## src/dsc_consts.svh

```systemverilog
// Timing and layout constants for the DRAM strobe controller
`ifndef DSC_CONSTS_SVH
`define DSC_CONSTS_SVH

`define DSC_MAX(a, b)     (((a) > (b)) ? (a) : (b))
`define DSC_CEIL(t, p)    (((t) + (p) - 1) / (p))
`define DSC_FLOOR(t, p)   ((t) / (p))

`define DSC_CLK_NS        8
`define DSC_ADDR_W        16
`define DSC_MA_W          8
`define DSC_DQ_W          4
`define DSC_REF_ROW_W     7
`define DSC_CNT_W         16
`define DSC_SYNC_STAGES   2

`define DSC_T_INIT_US     500
`define DSC_INIT_CYCLES   `DSC_CEIL(`DSC_T_INIT_US * 1000, `DSC_CLK_NS)
`define DSC_INIT_PULSES   8
`define DSC_T_REF_MS      2
`define DSC_REF_ROWS      128
`define DSC_T_REFI_NS     (`DSC_T_REF_MS * 1000000 / `DSC_REF_ROWS)
`define DSC_REFI_CYCLES   `DSC_FLOOR(`DSC_T_REFI_NS, `DSC_CLK_NS)

`define DSC_T_RP_NS       100
`define DSC_T_RAS_NS      150
`define DSC_T_RAS_MAX_NS  10000
`define DSC_T_CPN_NS      35
`define DSC_T_CSH_NS      150
`define DSC_T_RSH_NS      75
`define DSC_T_RCD_NS      30
`define DSC_T_RCD_MAX_NS  75
`define DSC_T_RAH_NS      20
`define DSC_T_CAC_NS      75
`define DSC_T_WP_NS       45
`define DSC_T_DHR_NS      95

`define DSC_CYC_RP        `DSC_CEIL(`DSC_T_RP_NS, `DSC_CLK_NS)
`define DSC_CYC_RAS       `DSC_CEIL(`DSC_T_RAS_NS, `DSC_CLK_NS)
`define DSC_CYC_RAS_MAX   `DSC_FLOOR(`DSC_T_RAS_MAX_NS, `DSC_CLK_NS)
`define DSC_CYC_CPN       `DSC_CEIL(`DSC_T_CPN_NS, `DSC_CLK_NS)
`define DSC_CYC_CSH       `DSC_CEIL(`DSC_T_CSH_NS, `DSC_CLK_NS)
`define DSC_CYC_RSH       `DSC_CEIL(`DSC_T_RSH_NS, `DSC_CLK_NS)
`define DSC_CYC_RCD       `DSC_MAX(`DSC_CEIL(`DSC_T_RCD_NS, `DSC_CLK_NS), \
                                   `DSC_CEIL(`DSC_T_RAH_NS, `DSC_CLK_NS))
`define DSC_CYC_CAC       `DSC_CEIL(`DSC_T_CAC_NS, `DSC_CLK_NS)
`define DSC_CYC_WP        `DSC_CEIL(`DSC_T_WP_NS, `DSC_CLK_NS)
`define DSC_CYC_DHR       `DSC_CEIL(`DSC_T_DHR_NS, `DSC_CLK_NS)
`define DSC_CYC_SAMPLE    (`DSC_CYC_CAC + `DSC_SYNC_STAGES)
`define DSC_CYC_COL       `DSC_MAX(`DSC_MAX(`DSC_CYC_RSH, `DSC_CYC_SAMPLE + 1), \
                          `DSC_MAX(`DSC_CYC_CSH - `DSC_CYC_RCD, \
                          `DSC_MAX(`DSC_CYC_RAS - `DSC_CYC_RCD, \
                                   `DSC_CYC_DHR - `DSC_CYC_RCD)))

`endif

```

## src/dsc_pkg.sv

```systemverilog
// Types of the DRAM strobe controller
package dsc_pkg;
   typedef enum logic [2:0] {
      DSC_S_WAIT = 3'b000,
      DSC_S_IDLE = 3'b001,
      DSC_S_ROW  = 3'b010,
      DSC_S_COL  = 3'b011,
      DSC_S_REF  = 3'b100,
      DSC_S_PRE  = 3'b101
   } dsc_state_t;

   typedef struct packed {
      dsc_state_t  st;
      logic        ras_n;
      logic        cas_n;
      logic        we_n;
      logic [7:0]  ma;
      logic [3:0]  dq_out;
      logic        dq_oe;
      logic        ready;
      logic        ack;
      logic [3:0]  rdata;
      logic        init_done;
      logic        op_we;
      logic [7:0]  col;
      logic [6:0]  ref_row;
      logic [3:0]  init_left;
      logic        ref_pend;
      logic [3:0]  dq_s1;
      logic [3:0]  dq_s2;
   } dsc_regs_t;
endpackage : dsc_pkg

```

## src/dsc_ctrl.sv

```systemverilog
// Host-side controller driving an asynchronous 64K x 4 DRAM module
`timescale 1ns/10ps
`include "dsc_consts.svh"

module dsc_ctrl
   import dsc_pkg::*;
#(
   parameter int INIT_CYCLES = `DSC_INIT_CYCLES,
   parameter int REFI_CYCLES = `DSC_REFI_CYCLES
) (
   input  wire logic                     clock,
   input  wire logic                     rst_n,
   input  wire logic                     req,
   input  wire logic                     req_we,
   input  wire logic [`DSC_ADDR_W-1:0]   req_addr,
   input  wire logic [`DSC_DQ_W-1:0]     req_wdata,
   output logic                          ready,
   output logic                          ack,
   output logic      [`DSC_DQ_W-1:0]     rdata,
   output logic                          init_done,
   output logic                          ras_n,
   output logic                          cas_n,
   output logic                          we_n,
   output logic      [`DSC_MA_W-1:0]     ma,
   input  wire logic [`DSC_DQ_W-1:0]     dq_in,
   output logic      [`DSC_DQ_W-1:0]     dq_out,
   output logic                          dq_oe
);
   localparam logic [`DSC_CNT_W-1:0] INIT_LD = `DSC_CNT_W'(INIT_CYCLES - 1);
   localparam logic [`DSC_CNT_W-1:0] REFI_LD = `DSC_CNT_W'(REFI_CYCLES - 1);
   localparam logic [`DSC_CNT_W-1:0] RP_LD   = `DSC_CNT_W'(`DSC_CYC_RP - 1);
   localparam logic [`DSC_CNT_W-1:0] RAS_LD  = `DSC_CNT_W'(`DSC_CYC_RAS - 1);
   localparam logic [`DSC_CNT_W-1:0] RCD_LD  = `DSC_CNT_W'(`DSC_CYC_RCD - 1);
   localparam logic [`DSC_CNT_W-1:0] COL_LD  = `DSC_CNT_W'(`DSC_CYC_COL - 1);
   localparam logic [`DSC_CNT_W-1:0] SMP_AT  =
      `DSC_CNT_W'(`DSC_CYC_COL - 1 - `DSC_CYC_SAMPLE);
   localparam logic [3:0]            INIT_N  = 4'(`DSC_INIT_PULSES);

   logic [1:0]             rst_sync_q;
   logic                   rst_n_s;
   dsc_regs_t              r_q;
   dsc_regs_t              r_d;
   logic                   ph_load;
   logic [`DSC_CNT_W-1:0]  ph_val;
   logic [`DSC_CNT_W-1:0]  ph_cnt;
   logic                   ph_done;
   logic                   refi_done;

   // Reset enters asynchronously, released on the clock
   always_ff @(posedge clock or negedge rst_n) begin
      if (!rst_n) begin
         rst_sync_q <= 2'h0;
      end else begin
         rst_sync_q <= {rst_sync_q[0], 1'b1};
      end
   end
   assign rst_n_s = rst_sync_q[1];

   // Phase timer starts loaded with the power-up pause
   dsc_timer #(
      .W       (`DSC_CNT_W),
      .RST_VAL (INIT_LD)
   ) u_phase (
      .clock (clock),
      .rst_n (rst_n_s),
      .load  (ph_load),
      .value (ph_val),
      .count (ph_cnt),
      .done  (ph_done)
   );

   // Free-running refresh spacing, one row per tick
   dsc_timer #(
      .W       (`DSC_CNT_W),
      .RST_VAL (REFI_LD)
   ) u_refi (
      .clock (clock),
      .rst_n (rst_n_s),
      .load  (refi_done),
      .value (REFI_LD),
      .count (),
      .done  (refi_done)
   );

   always_comb begin
      r_d     = r_q;
      r_d.ack = 1'b0;
      ph_load = 1'b0;
      ph_val  = '0;
      // Device output is asynchronous to our clock
      r_d.dq_s1 = dq_in;
      r_d.dq_s2 = r_q.dq_s1;
      case (r_q.st)
         DSC_S_WAIT: begin
            if (ph_done) begin
               r_d.st    = DSC_S_REF;
               r_d.ras_n = 1'b0;
               r_d.ma    = {1'b0, r_q.ref_row};
               ph_load   = 1'b1;
               ph_val    = RAS_LD;
            end
         end
         DSC_S_IDLE: begin
            if (r_q.ready && req) begin
               r_d.st     = DSC_S_ROW;
               r_d.ras_n  = 1'b0;
               r_d.ma     = req_addr[15:8];
               r_d.col    = req_addr[7:0];
               r_d.op_we  = req_we;
               r_d.dq_out = req_wdata;
               // Driving only on writes avoids a fight with read data
               r_d.dq_oe  = req_we;
               ph_load    = 1'b1;
               ph_val     = RCD_LD;
            end else if (r_q.ref_pend) begin
               r_d.ref_pend = 1'b0;
               r_d.st       = DSC_S_REF;
               r_d.ras_n    = 1'b0;
               r_d.ma       = {1'b0, r_q.ref_row};
               ph_load      = 1'b1;
               ph_val       = RAS_LD;
            end
         end
         DSC_S_ROW: begin
            if (ph_done) begin
               // Row address held for the whole delay, column strobe was high
               r_d.st    = DSC_S_COL;
               r_d.cas_n = 1'b0;
               r_d.ma    = r_q.col;
               // Write strobe falls with the column strobe: early write
               r_d.we_n  = ~r_q.op_we;
               ph_load   = 1'b1;
               ph_val    = COL_LD;
            end
         end
         DSC_S_COL: begin
            // Delay kept under its limit, so the column access bounds the sample
            if (!r_q.op_we && ph_cnt == SMP_AT) begin
               r_d.rdata = r_q.dq_s2;
            end
            if (ph_done) begin
               r_d.st    = DSC_S_PRE;
               r_d.ras_n = 1'b1;
               r_d.cas_n = 1'b1;
               // Write strobe never leaves high on reads
               r_d.we_n  = 1'b1;
               r_d.dq_oe = 1'b0;
               r_d.ack   = 1'b1;
               ph_load   = 1'b1;
               ph_val    = RP_LD;
            end
         end
         DSC_S_REF: begin
            // Row-only refresh, far below the pulse ceiling
            if (ph_done) begin
               r_d.st      = DSC_S_PRE;
               r_d.ras_n   = 1'b1;
               r_d.ref_row = r_q.ref_row + 1'b1;
               if (r_q.init_left != 4'h0) begin
                  r_d.init_left = r_q.init_left - 1'b1;
               end
               ph_load     = 1'b1;
               ph_val      = RP_LD;
            end
         end
         DSC_S_PRE: begin
            if (ph_done) begin
               if (r_q.init_left != 4'h0) begin
                  r_d.st    = DSC_S_REF;
                  r_d.ras_n = 1'b0;
                  r_d.ma    = {1'b0, r_q.ref_row};
                  ph_load   = 1'b1;
                  ph_val    = RAS_LD;
               end else begin
                  r_d.st        = DSC_S_IDLE;
                  r_d.init_done = 1'b1;
               end
            end
         end
         default: begin
            r_d.st    = DSC_S_PRE;
            r_d.ras_n = 1'b1;
            r_d.cas_n = 1'b1;
            r_d.we_n  = 1'b1;
            r_d.dq_oe = 1'b0;
            ph_load   = 1'b1;
            ph_val    = RP_LD;
         end
      endcase
      // Tick set last so it wins over the clear in the same cycle
      if (refi_done) begin
         r_d.ref_pend = 1'b1;
      end
      // Refresh owed keeps new host requests out
      r_d.ready = (r_d.st == DSC_S_IDLE) && !r_d.ref_pend;
   end

   always_ff @(posedge clock or negedge rst_n_s) begin
      if (!rst_n_s) begin
         r_q <= '{st: DSC_S_WAIT, ras_n: 1'b1, cas_n: 1'b1, we_n: 1'b1,
                  ma: 8'h00, dq_out: 4'h0, dq_oe: 1'b0, ready: 1'b0,
                  ack: 1'b0, rdata: 4'h0, init_done: 1'b0, op_we: 1'b0,
                  col: 8'h00, ref_row: 7'h00, init_left: INIT_N,
                  ref_pend: 1'b0, dq_s1: 4'h0, dq_s2: 4'h0};
      end else begin
         r_q <= r_d;
      end
   end

   assign ready     = r_q.ready;
   assign ack       = r_q.ack;
   assign rdata     = r_q.rdata;
   assign init_done = r_q.init_done;
   assign ras_n     = r_q.ras_n;
   assign cas_n     = r_q.cas_n;
   assign we_n      = r_q.we_n;
   assign ma        = r_q.ma;
   assign dq_out    = r_q.dq_out;
   assign dq_oe     = r_q.dq_oe;
endmodule : dsc_ctrl

```

## src/dsc_timer.sv

```systemverilog
// Loadable down counter used for strobe phases and refresh spacing
`timescale 1ns/10ps
module dsc_timer #(
   parameter int           W       = 16,
   parameter logic [W-1:0] RST_VAL = '0
) (
   input  wire logic         clock,
   input  wire logic         rst_n,
   input  wire logic         load,
   input  wire logic [W-1:0] value,
   output logic      [W-1:0] count,
   output logic              done
);
   logic [W-1:0] cnt_q;

   always_ff @(posedge clock or negedge rst_n) begin
      if (!rst_n) begin
         cnt_q <= RST_VAL;
      end else if (load) begin
         cnt_q <= value;
      end else if (cnt_q != '0) begin
         cnt_q <= cnt_q - 1'b1;
      end
   end

   assign count = cnt_q;
   assign done  = (cnt_q == '0);
endmodule : dsc_timer

```

## config.mk

```make
export PLATFORM = sky130hd
export DESIGN_NAME = dsc_ctrl
export DESIGN_NICKNAME = d
export VERILOG_FILES = /design/src/dsc_pkg.sv /design/src/dsc_ctrl.sv /design/src/dsc_timer.sv
export VERILOG_INCLUDE_DIRS = /design/src
export SDC_FILE = /design/constraint.sdc
export NUM_CORES = 1
export LEC_CHECK = 0
export BUFFER_PORTS_ARGS = -buffer_cell sky130_fd_sc_hd__buf_2
export CORE_ASPECT_RATIO = 1.4
export CORE_MARGIN = 5
export CORE_UTILIZATION = 40
export DETAILED_ROUTE_END_ITERATION = 7
export MAX_ROUTING_LAYER = met4
export PLACE_DENSITY = 0.69
export SYNTH_ARGS = -nofsm -noshare
export SYNTH_HDL_FRONTEND = slang
export SYNTH_SLANG_ARGS = --single-unit
```

## constraint.sdc

```tcl
create_clock -name clock -period 6.8 [get_ports clock]
set_clock_uncertainty 0.1 [all_clocks]
set_input_delay 1.7 -clock clock [delete_from_list [all_inputs] [get_ports clock]]
set_output_delay 1.7 -clock clock [all_outputs]
set_load 0.02 [all_outputs]
```

==> tab_implementation.tex, run 1 <==
\begin{tabular}{lr}
\hline
Metric & Value \\
\hline
\multicolumn{2}{l}{\textbf{Clocking}} \\
\quad Count of cells resized by post-cts repair & 0 \\
\quad CTS tree & built \\
\quad \# hold bufs at CTS & 0 \\
\quad TritonCTS Buffers & 9 \\
\quad Clock latency reported for the late side of the worst-skew pair & around 0.34 ns \\
\quad Clk pin slew, worst setup/hold paths & around 0.070 ns \\
\quad Sinks on the clock net & a little under 90 \\
\quad CTS root buf & sky130\_fd\_sc\_hd\_\_clkbuf\_16 \\
\quad Clock tree buffer depth & 2 \\
\quad Number of buffers inserted by post-CTS setup repair & 0 \\
\quad Level count of the clock H-tree & 3 \\
\multicolumn{2}{l}{\textbf{Timing}} \\
\quad Post-Route Hold Slack & between 0.06 and 0.07 ns \\
\quad Setup violations, final & 0 \\
\quad Final hold viol count & 0 \\
\quad RSZ-0062 raised after global routing & false \\
\quad Transition time of the tightest slew-check pin & 0.9253 ns \\
\quad Final Worst Setup Slack & 3.820 ns \\
\quad Post-layout minimum cycle time & 2.980 ns \\
\quad Final cycle utilization of the critical path & between 40\% and 50\% \\
\quad Max Freq & 335.6 MHz \\
\quad Final count of pins violating max slew & 0 \\
\quad Normalized max-slew margin & 38.18\% \\
\quad Fin Setup TNS & 0 ns \\
\multicolumn{2}{l}{\textbf{Power and ir drop}} \\
\quad Part of the total power dissipated in the clock network & between 40\% and 50\% \\
\quad Power per cell area & around 210 mW/mm² \\
\quad Worst VDD drop & 0.1075 mV \\
\quad Power consumption & 1.023 mW \\
\quad Part of the total power dissipated in combinational logic & between 1.5 and 2\% \\
\quad Leak & 2.280 nW \\
\quad Cell internal pwr & 800.2 µW \\
\quad Net switching power figure & 222.6 µW \\
\quad Switching power as a share of total power & 21.76\% \\
\quad Sequential fraction of design power & 52.3\% \\
\multicolumn{2}{l}{\textbf{Critical path}} \\
\quad Largest fanout of any net on the critical path & 20 \\
\quad Nature of the critical path startpoint & register \\
\quad Category of the critical setup timing path & register to register \\
\quad Worst setup EP type & register \\
\quad R2R depth & 7 \\
\quad Worst path arrival time & 3.11 ns \\
\quad Data required time of the critical path & 6.93 ns \\
\multicolumn{2}{l}{\textbf{Logic synthesis}} \\
\quad Cell accounting for the most synthesized area & sky130\_fd\_sc\_hd\_\_dfrtp\_1 \\
\quad Count of mapped cells out of synthesis & 404 \\
\quad Unique cell type count in the Yosys netlist & 59 \\
\quad Post-synth EDFFs & 0 \\
\quad Leading cell types by total area after synthesis & sky130\_fd\_sc\_hd\_\_dfrtp\_1 (42\%), sky130\_fd\_sc\_hd\_\_dfstp\_2 (10\%), sky130\_fd\_sc\_hd\_\_nor2\_1 (3.6\%), sky130\_fd\_sc\_hd\_\_xor2\_1 (3.2\%), sky130\_fd\_sc\_hd\_\_mux2\_1 (3.1\%) \\
\quad Synthesis warning total & 0 \\
\quad Synthesized flop and latch total & 89 \\
\quad Asr flop ratio synth & 100.0\% \\
\quad Mean Syn Cell Area & about 11 µm² \\
\quad Synthesized Nets & 438 \\
\quad Part of the Yosys area used for sequential elements & 51.95\% \\
\quad Most common flop cell mapped by yosys & sky130\_fd\_sc\_hd\_\_dfrtp\_1 \\
\quad Share of the synthesized area in the top cell type & 41.63\% \\
\quad Synthesized cell area & 0.004328 mm² \\
\multicolumn{2}{l}{\textbf{Run}} \\
\quad Number of max-capacitance violations reported & 0 \\
\multicolumn{2}{l}{\textbf{Finish}} \\
\quad Area added between synthesis and finish & 12.92\% \\
\quad Nets & 472 \\
\quad Layout cell share with drive strength beyond 1 & a little under a quarter \\
\quad Leading cell types in the layout, fill and taps excluded & sky130\_fd\_sc\_hd\_\_dfrtp\_1 (71), sky130\_fd\_sc\_hd\_\_buf\_2 (50), sky130\_fd\_sc\_hd\_\_nor2\_1 (41), sky130\_fd\_sc\_hd\_\_nand2\_1 (28), sky130\_fd\_sc\_hd\_\_a21oi\_1 (21) \\
\quad Post-route core utilization & between 40\% and 50\% \\
\quad Leading cell type in the layout, fill and taps excluded & sky130\_fd\_sc\_hd\_\_dfrtp\_1 \\
\quad Number of diodes & 0 \\
\quad Cell area after layout & 0.004887 mm² \\
\quad Number of cells in the finished layout apart from fillers & around 600 \\
\multicolumn{2}{l}{\textbf{Global routing}} \\
\quad Total global-route track usage & 14.24\% \\
\quad Pin count of the biggest net entering global routing & 74 \\
\quad Global-route wire length before repair & 14.63 mm \\
\quad Initial antenna violation count & 0 \\
\quad Leftover overflow at the end of global routing & 0 \\
\quad Via count of the first global-routing pass & between 3,000 and 4,000 \\
\multicolumn{2}{l}{\textbf{Outcome}} \\
\quad Result of the run & completed \\
\multicolumn{2}{l}{\textbf{Place}} \\
\quad Placed insts & 568 \\
\quad Port Buf Inserts & 50 \\
\quad HPWL reported at the end of detailed placement & 6.130 mm \\
\quad Placer Congestion & 0.7747 \\
\quad DP Area & 0.004601 mm² \\
\quad Dpl ws & roughly 3.5 ns \\
\multicolumn{2}{l}{\textbf{Detailed routing}} \\
\quad Final wirelength & 8.725 mm \\
\quad Number of DRC violations after detailed routing & 0 \\
\quad Vias/cell & 5.245 \\
\quad First-iteration detailed-routing DRC count & a little under 200 \\
\quad Post-route antenna net violation count & 0 \\
\quad Total iterations of the first detailed-routing run & 4 \\
\quad Vias & 3,063 \\
\quad WL per Instance & 14.94 µm \\
\multicolumn{2}{l}{\textbf{Floorplanning}} \\
\quad Die span in x & 97.91 µm \\
\quad I/O Pins & 51 \\
\quad Vert. Die Dim & around 130 µm \\
\quad Floorplan row count & 45 \\
\quad Core ar. & 0.01070 mm² \\
\quad Die ar. & 0.01303 mm² \\
\quad Initial Utilization & between 40\% and 50\% \\
\multicolumn{2}{l}{\textbf{Hold path}} \\
\quad Path class of the lowest-slack min-delay path & register to async pin \\
\hline
\end{tabular}
cells in the mapped netlist (2+ instances only):
cell / count
sky130_fd_sc_hd__dfrtp_1: 72
sky130_fd_sc_hd__nor3_2: 2
sky130_fd_sc_hd__nor3_1: 9
sky130_fd_sc_hd__and3_1: 3
sky130_fd_sc_hd__nor4_1: 7
sky130_fd_sc_hd__ha_1: 6
sky130_fd_sc_hd__or3_1: 4
sky130_fd_sc_hd__a31oi_1: 2
sky130_fd_sc_hd__nand2b_1: 4
sky130_fd_sc_hd__nand3_1: 14
sky130_fd_sc_hd__mux2i_1: 7
sky130_fd_sc_hd__o22a_1: 2
sky130_fd_sc_hd__mux2_2: 5
sky130_fd_sc_hd__or4_4: 3
sky130_fd_sc_hd__inv_1: 16
sky130_fd_sc_hd__o21ai_1: 3
sky130_fd_sc_hd__nor2b_1: 3
sky130_fd_sc_hd__a22o_1: 9
sky130_fd_sc_hd__or4_1: 2
sky130_fd_sc_hd__nor3b_1: 4
sky130_fd_sc_hd__dfstp_2: 17
sky130_fd_sc_hd__xnor2_1: 15
sky130_fd_sc_hd__buf_4: 16
sky130_fd_sc_hd__o221ai_1: 2
sky130_fd_sc_hd__o31ai_1: 4
sky130_fd_sc_hd__o21ai_0: 4
sky130_fd_sc_hd__a21oi_1: 21
sky130_fd_sc_hd__xor2_1: 16
sky130_fd_sc_hd__nand4_1: 8
sky130_fd_sc_hd__o211ai_1: 3
sky130_fd_sc_hd__nor2_1: 42
sky130_fd_sc_hd__buf_2: 5
sky130_fd_sc_hd__clkbuf_1: 9
sky130_fd_sc_hd__mux2_1: 12
sky130_fd_sc_hd__nand2_1: 28
sky130_fd_sc_hd__and4_1: 2
critical path, stage by stage, from the launching register on:
cell	delay [ns]
sky130_fd_sc_hd__dfstp_2	0.38
sky130_fd_sc_hd__inv_1	0.10
sky130_fd_sc_hd__ha_1	0.20
sky130_fd_sc_hd__or3b_2	0.56
sky130_fd_sc_hd__or4_4	0.67
sky130_fd_sc_hd__o31ai_4	0.32
sky130_fd_sc_hd__a21oi_4	0.17
sky130_fd_sc_hd__mux2_4	0.36
power groups by stage:
stage	logic (mW)	registers [mW]	clock network [mW]
2_1_floorplan	0.000225	0.550	0
4_1_cts	0.0172	0.536	0.484
5_1_grt	0.0193	0.536	0.502
3_3_place_gp	0.0165	0.545	0
6_report	0.0163	0.535	0.471
3_5_place_dp	0.0172	0.545	0
worst paths after layout:
check,start,end,slack (ns)
setup reg to reg,u_phase.count[0],ma[7],3.82
hold / removal,rst_sync_q[1],dq_out[3],0.07
hold reg to reg,rst_sync_q[1],dq_out[3],0.07
min in group clock,r_d[0],r_q[0],0.25
setup / recovery,u_phase.count[0],ma[7],3.82
max in group asynchronous,rst_sync_q[1],u_phase.count[6],5.37
state kept, by name, indices dropped and copies added, names as in the netlist, 2 cells and up:
signal,count
dq_out,4
rst_sync_q,2
rdata,4
u_refi.count,16
u_phase.count,16
r_q,28
ma,8
r_d,4
logic make-up (layout without fill, tap and decap cells):
group                    count (synthesis)  in the layout  share of synthesized area [%]
AND/OR/NAND/NOR                        142            142                          17.35
flip-flops                              89             89                          51.95
AO/OA/AOI/OAI                           62             62                          10.21
buffers and inverters                   47             86                          5.782
XOR/XNOR                                31             31                          6.273
multiplexers                            25             25                          6.389
adder cells (fa/ha/maj)                  7              7                          1.966
other                                    1              1                        0.08665
final cells by class:
| type | count | area [µm²] |
|---|---|---|
| tap | 141 | 176.4 |
| timing repair buffer | 54 | 280.3 |
| clock inverter | 6 | 47.55 |
| fill | 999 | 5811 |
| multi-input combinational | 268 | 1832 |
| inverter | 16 | 60.06 |
| sequential | 89 | 2252 |
| clock buffer | 10 | 239.0 |
per-layer routing:
| layer | vias up | global-route usage [%] | part of all wire [%] | routed length [µm] |
|---|---|---|---|---|
| li1 | 1472 | - | - | - |
| met2 | 48 | 24.36 | 55 | 4758 |
| met1 | 1530 | 15.78 | 39 | 3429 |
| met3 | 13 | 3.059 | 3.9 | 340 |
| met4 | 0 | 6.467 | 2.3 | 197 |
| met5 | - | - | 0 | 0 |
No activity file was read; power rests on OpenSTA's default activity.
==> inputs of run 2 (changes only) <==
Settings changed: ABC_AREA set to 1, PLACE_DENSITY 0.69 to 0.71.
Clock period 6.8 ns to 2.65 ns, I/O delays scaled along.
==> run 2 against run 1 <==
Effect of this change:
- worst setup slack lost 3.3 ns
- register-to-register slack lost 3.3 ns
- synthesized area grew 5.8%
- wire length grew 6.8%
- total power grew to 2.6 times the previous value
- non-clock buffer count grew 1
- die area grew 5.3%
- sequential power grew to 2.6 times the previous value
- first-iteration DRC count shrank 35%
- critical path type unchanged
==> tab_implementation.tex, run 2 <==
\begin{tabular}{lr}
\hline
Metric & Value \\
\hline
\multicolumn{2}{l}{\textbf{Outcome}} \\
\quad Result of the run & completed \\
\multicolumn{2}{l}{\textbf{Logic synthesis}} \\
\quad Synthesis warning total & 0 \\
\quad Mean Syn Cell Area & 8.309 µm² \\
\quad Share of the synthesized area in the top cell type & 39.36\% \\
\quad Most frequently used cell type in the post-synthesis netlist & sky130\_fd\_sc\_hd\_\_nand2\_1 \\
\quad Synthesized Nets & 585 \\
\quad Synthesized cell area & 0.004578 mm² \\
\quad Part of the Yosys area used for sequential elements & 49.11\% \\
\quad Synthesized flop and latch total & between 80 and 90 \\
\quad Most common flop cell mapped by yosys & sky130\_fd\_sc\_hd\_\_dfrtp\_1 \\
\quad Post-synth EDFFs & 0 \\
\quad Cell accounting for the most synthesized area & sky130\_fd\_sc\_hd\_\_dfrtp\_1 \\
\quad Asr flop ratio synth & 100.0\% \\
\quad Count of mapped cells out of synthesis & 551 \\
\quad Leading cell types by total area after synthesis & sky130\_fd\_sc\_hd\_\_dfrtp\_1 (39\%), sky130\_fd\_sc\_hd\_\_nand2\_1 (14\%), sky130\_fd\_sc\_hd\_\_dfstp\_2 (9.8\%), sky130\_fd\_sc\_hd\_\_nor2\_1 (5.3\%), sky130\_fd\_sc\_hd\_\_inv\_1 (3.6\%) \\
\quad Unique cell type count in the Yosys netlist & 33 \\
\quad Top cells by instance count after synthesis & sky130\_fd\_sc\_hd\_\_nand2\_1 (175), sky130\_fd\_sc\_hd\_\_dfrtp\_1 (72), sky130\_fd\_sc\_hd\_\_nor2\_1 (65) \\
\multicolumn{2}{l}{\textbf{Power and ir drop}} \\
\quad Leak & between 2 and 3 nW \\
\quad Sequential fraction of design power & 51.9\% \\
\quad Power consumption & 2.661 mW \\
\quad Switching power as a share of total power & 20.48\% \\
\quad Net switching power figure & between 500 and 600 µW \\
\quad Power per cell area & 515.1 mW/mm² \\
\quad Part of the total power dissipated in combinational logic & 1.5\% \\
\quad Worst VDD drop & 0.2615 mV \\
\quad Part of the total power dissipated in the clock network & a little under half \\
\quad Cell internal pwr & 2.116 mW \\
\multicolumn{2}{l}{\textbf{Place}} \\
\quad Dpl ws & a little under 0.5 ns \\
\quad Placer Congestion & 0.9200 \\
\quad DP Area & 0.004870 mm² \\
\quad Port Buf Inserts & 50 \\
\quad HPWL reported at the end of detailed placement & 7.030 mm \\
\multicolumn{2}{l}{\textbf{Floorplanning}} \\
\quad Die ar. & 0.01372 mm² \\
\quad Floorplan row count & 46 \\
\quad Vert. Die Dim & 136.6 µm \\
\quad Die span in x & 100.4 µm \\
\quad Core ar. & 0.01128 mm² \\
\quad Initial Utilization & 40.58\% \\
\quad I/O Pins & slightly above 50 \\
\multicolumn{2}{l}{\textbf{Critical path}} \\
\quad Largest fanout of any net on the critical path & 17 \\
\quad Worst setup EP type & register \\
\quad Register-to-register setup slack & 0.57 ns \\
\quad Worst path arrival time & 2.26 ns \\
\quad Nature of the critical path startpoint & register \\
\quad Category of the critical setup timing path & register to register \\
\quad Data required time of the critical path & around 2.8 ns \\
\multicolumn{2}{l}{\textbf{Clocking}} \\
\quad Clock tree buffer depth & 2 \\
\quad Count of cells resized by post-cts repair & 0 \\
\quad Level count of the clock H-tree & 3 \\
\quad TritonCTS Buffers & 9 \\
\quad CTS tree & built \\
\quad Sinks on the clock net & 89 \\
\quad Clk pin slew, worst setup/hold paths & $\sim$0.06 ns \\
\quad CTS root buf & sky130\_fd\_sc\_hd\_\_clkbuf\_16 \\
\quad \# hold bufs at CTS & 1 \\
\quad Number of buffers inserted by post-CTS setup repair & 0 \\
\quad Clock latency reported for the late side of the worst-skew pair & 0.33 ns \\
\multicolumn{2}{l}{\textbf{Finish}} \\
\quad Number of flip-flops under the largest register name & 28 \\
\quad Cell area after layout & 0.005166 mm² \\
\quad Area added between synthesis and finish & 12.84\% \\
\quad Fillers & roughly 1,100 \\
\quad Leading cell types in the layout, fill and taps excluded & sky130\_fd\_sc\_hd\_\_nand2\_1 (175), sky130\_fd\_sc\_hd\_\_dfrtp\_1 (71), sky130\_fd\_sc\_hd\_\_nor2\_1 (65), sky130\_fd\_sc\_hd\_\_buf\_2 (50), sky130\_fd\_sc\_hd\_\_inv\_1 (44) \\
\quad Nets & roughly 630 \\
\quad Multi-input gate area in the final layout & 0.001953 mm² \\
\quad Register with the most flip-flops & r\_q \\
\quad Register area & around 0.0023 mm² \\
\quad Leading cell type in the layout, fill and taps excluded & sky130\_fd\_sc\_hd\_\_nand2\_1 \\
\quad Layout cell share with drive strength beyond 1 & approximately a fifth \\
\quad Number of diodes & 0 \\
\multicolumn{2}{l}{\textbf{Timing}} \\
\quad Final hold viol count & 0 \\
\quad Final cycle utilization of the critical path & 78.67\% \\
\quad Post-layout minimum cycle time & 2.085 ns \\
\quad Fin Setup TNS & 0 ns \\
\quad Max Freq & between 400 and 500 MHz \\
\quad Setup violations, final & 0 \\
\quad Final Worst Setup Slack & 0.5652 ns \\
\quad Transition time of the tightest slew-check pin & 0.5209 ns \\
\quad Final count of pins violating max slew & 0 \\
\quad Post-Route Hold Slack & 0.1979 ns \\
\quad Normalized max-slew margin & 65.19\% \\
\quad RSZ-0062 raised after global routing & false \\
\multicolumn{2}{l}{\textbf{Global routing}} \\
\quad Total global-route track usage & between 10 and 15\% \\
\quad Global-route wire length before repair & 16.13 mm \\
\quad Via count of the first global-routing pass & 3,576 \\
\quad Initial antenna violation count & 0 \\
\quad Leftover overflow at the end of global routing & 0 \\
\quad Pin count of the biggest net entering global routing & 52 \\
\multicolumn{2}{l}{\textbf{Detailed routing}} \\
\quad Post-route antenna net violation count & 0 \\
\quad WL per Instance & 12.58 µm \\
\quad Vias & 3,506 \\
\quad Vias/cell & approximately 4.7 \\
\quad Total iterations of the first detailed-routing run & 4 \\
\quad Number of DRC violations after detailed routing & 0 \\
\quad Final wirelength & 9.319 mm \\
\quad First-iteration detailed-routing DRC count & 128 \\
\multicolumn{2}{l}{\textbf{Hold path}} \\
\quad Path class of the lowest-slack min-delay path & register to async pin \\
\multicolumn{2}{l}{\textbf{Run}} \\
\quad Number of max-capacitance violations reported & 0 \\
\hline
\end{tabular}
run 2: cell types whose count changed after synthesis, moves of 12 or more:
| cell | before | now |
|---|---|---|
| sky130_fd_sc_hd__nor2_1 | 42 | 65 |
| sky130_fd_sc_hd__nand3_1 | 14 | 30 |
| sky130_fd_sc_hd__a21oi_1 | 21 | 9 |
| sky130_fd_sc_hd__inv_1 | 16 | 44 |
| sky130_fd_sc_hd__mux2_1 | 12 | 0 |
| sky130_fd_sc_hd__nand2_1 | 28 | 175 |
run 2: logic make-up (layout without fill, tap and decap cells):
| group | after synthesis | in the layout | synth area share, % |
|---|---|---|---|
| simple gates | 315 | 315 | 31.51 |
| flops | 89 | 89 | 49.11 |
| buf+inv | 76 | 122 | 8.226 |
| compound gates | 39 | 39 | 4.646 |
| xor+xnor | 25 | 25 | 4.783 |
| fa+ha+maj | 6 | 6 | 1.640 |
| other cells | 1 | 1 | 0.08191 |
run 2: worst max-delay path: stages, from the launching register on:
cell	delay, ns
sky130_fd_sc_hd__dfstp_2	0.56
sky130_fd_sc_hd__inv_1	0.09
sky130_fd_sc_hd__ha_1	0.27
sky130_fd_sc_hd__nand2_4	0.14
sky130_fd_sc_hd__nor2_8	0.06
sky130_fd_sc_hd__nand2_4	0.21
sky130_fd_sc_hd__inv_1	0.30
sky130_fd_sc_hd__nand2_1	0.17
sky130_fd_sc_hd__nand2_1	0.07
sky130_fd_sc_hd__nand2_1	0.06
run 2: layer usage:
metal  vias to the layer above  routed length (µm)  track usage, %
met2                        43                4887           25.29
met5                         -                   0               -
met1                      1656                3997           17.66
met4                         0                 221           6.592
li1                       1788                   -               -
met3                        19                 213           2.193
run 2: path summary, 6_finish.rpt:
check / startpoint / endpoint / cells after the start
setup / recovery: u_phase.count[0] / u_phase.count[0] / 9
setup reg to reg: u_phase.count[0] / u_phase.count[0] / 9
max in group asynchronous: rst_sync_q[1] / u_refi.count[8] / 1
min in group clock: r_d[0] / r_q[0] / 0
hold / removal: rst_sync_q[1] / r_q[52] / 0
hold reg to reg: rst_sync_q[1] / r_q[52] / 0
run 2: layout make-up:
class	instances	area share (%)
clock inverter	5	1.041
tap	144	3.488
timing repair buffer	55	5.861
inverter	51	3.706
clock buffer	11	4.505
sequential	89	43.59
multi-input combinational	386	37.81
run 2: per-stage QoR:
stage / utilization [%] / instances
2_1_floorplan: - / 551
3_5_place_dp: 43.17 / 724
6_report: 45.80 / 741
5_1_grt: 45.80 / 741
4_1_cts: 45.80 / 741
3_3_place_gp: 43.17 / 724
run 2: power by group through the flow:
stage	registers, mW	clock network [mW]	logic (mW)
final	1.38	1.24	0.0395
after global routing	1.38	1.34	0.0463
after CTS	1.38	1.28	0.0413
after detailed placement	1.41	0	0.0401
after global placement	1.41	0	0.0396
after floorplan	1.41	0	0.00115
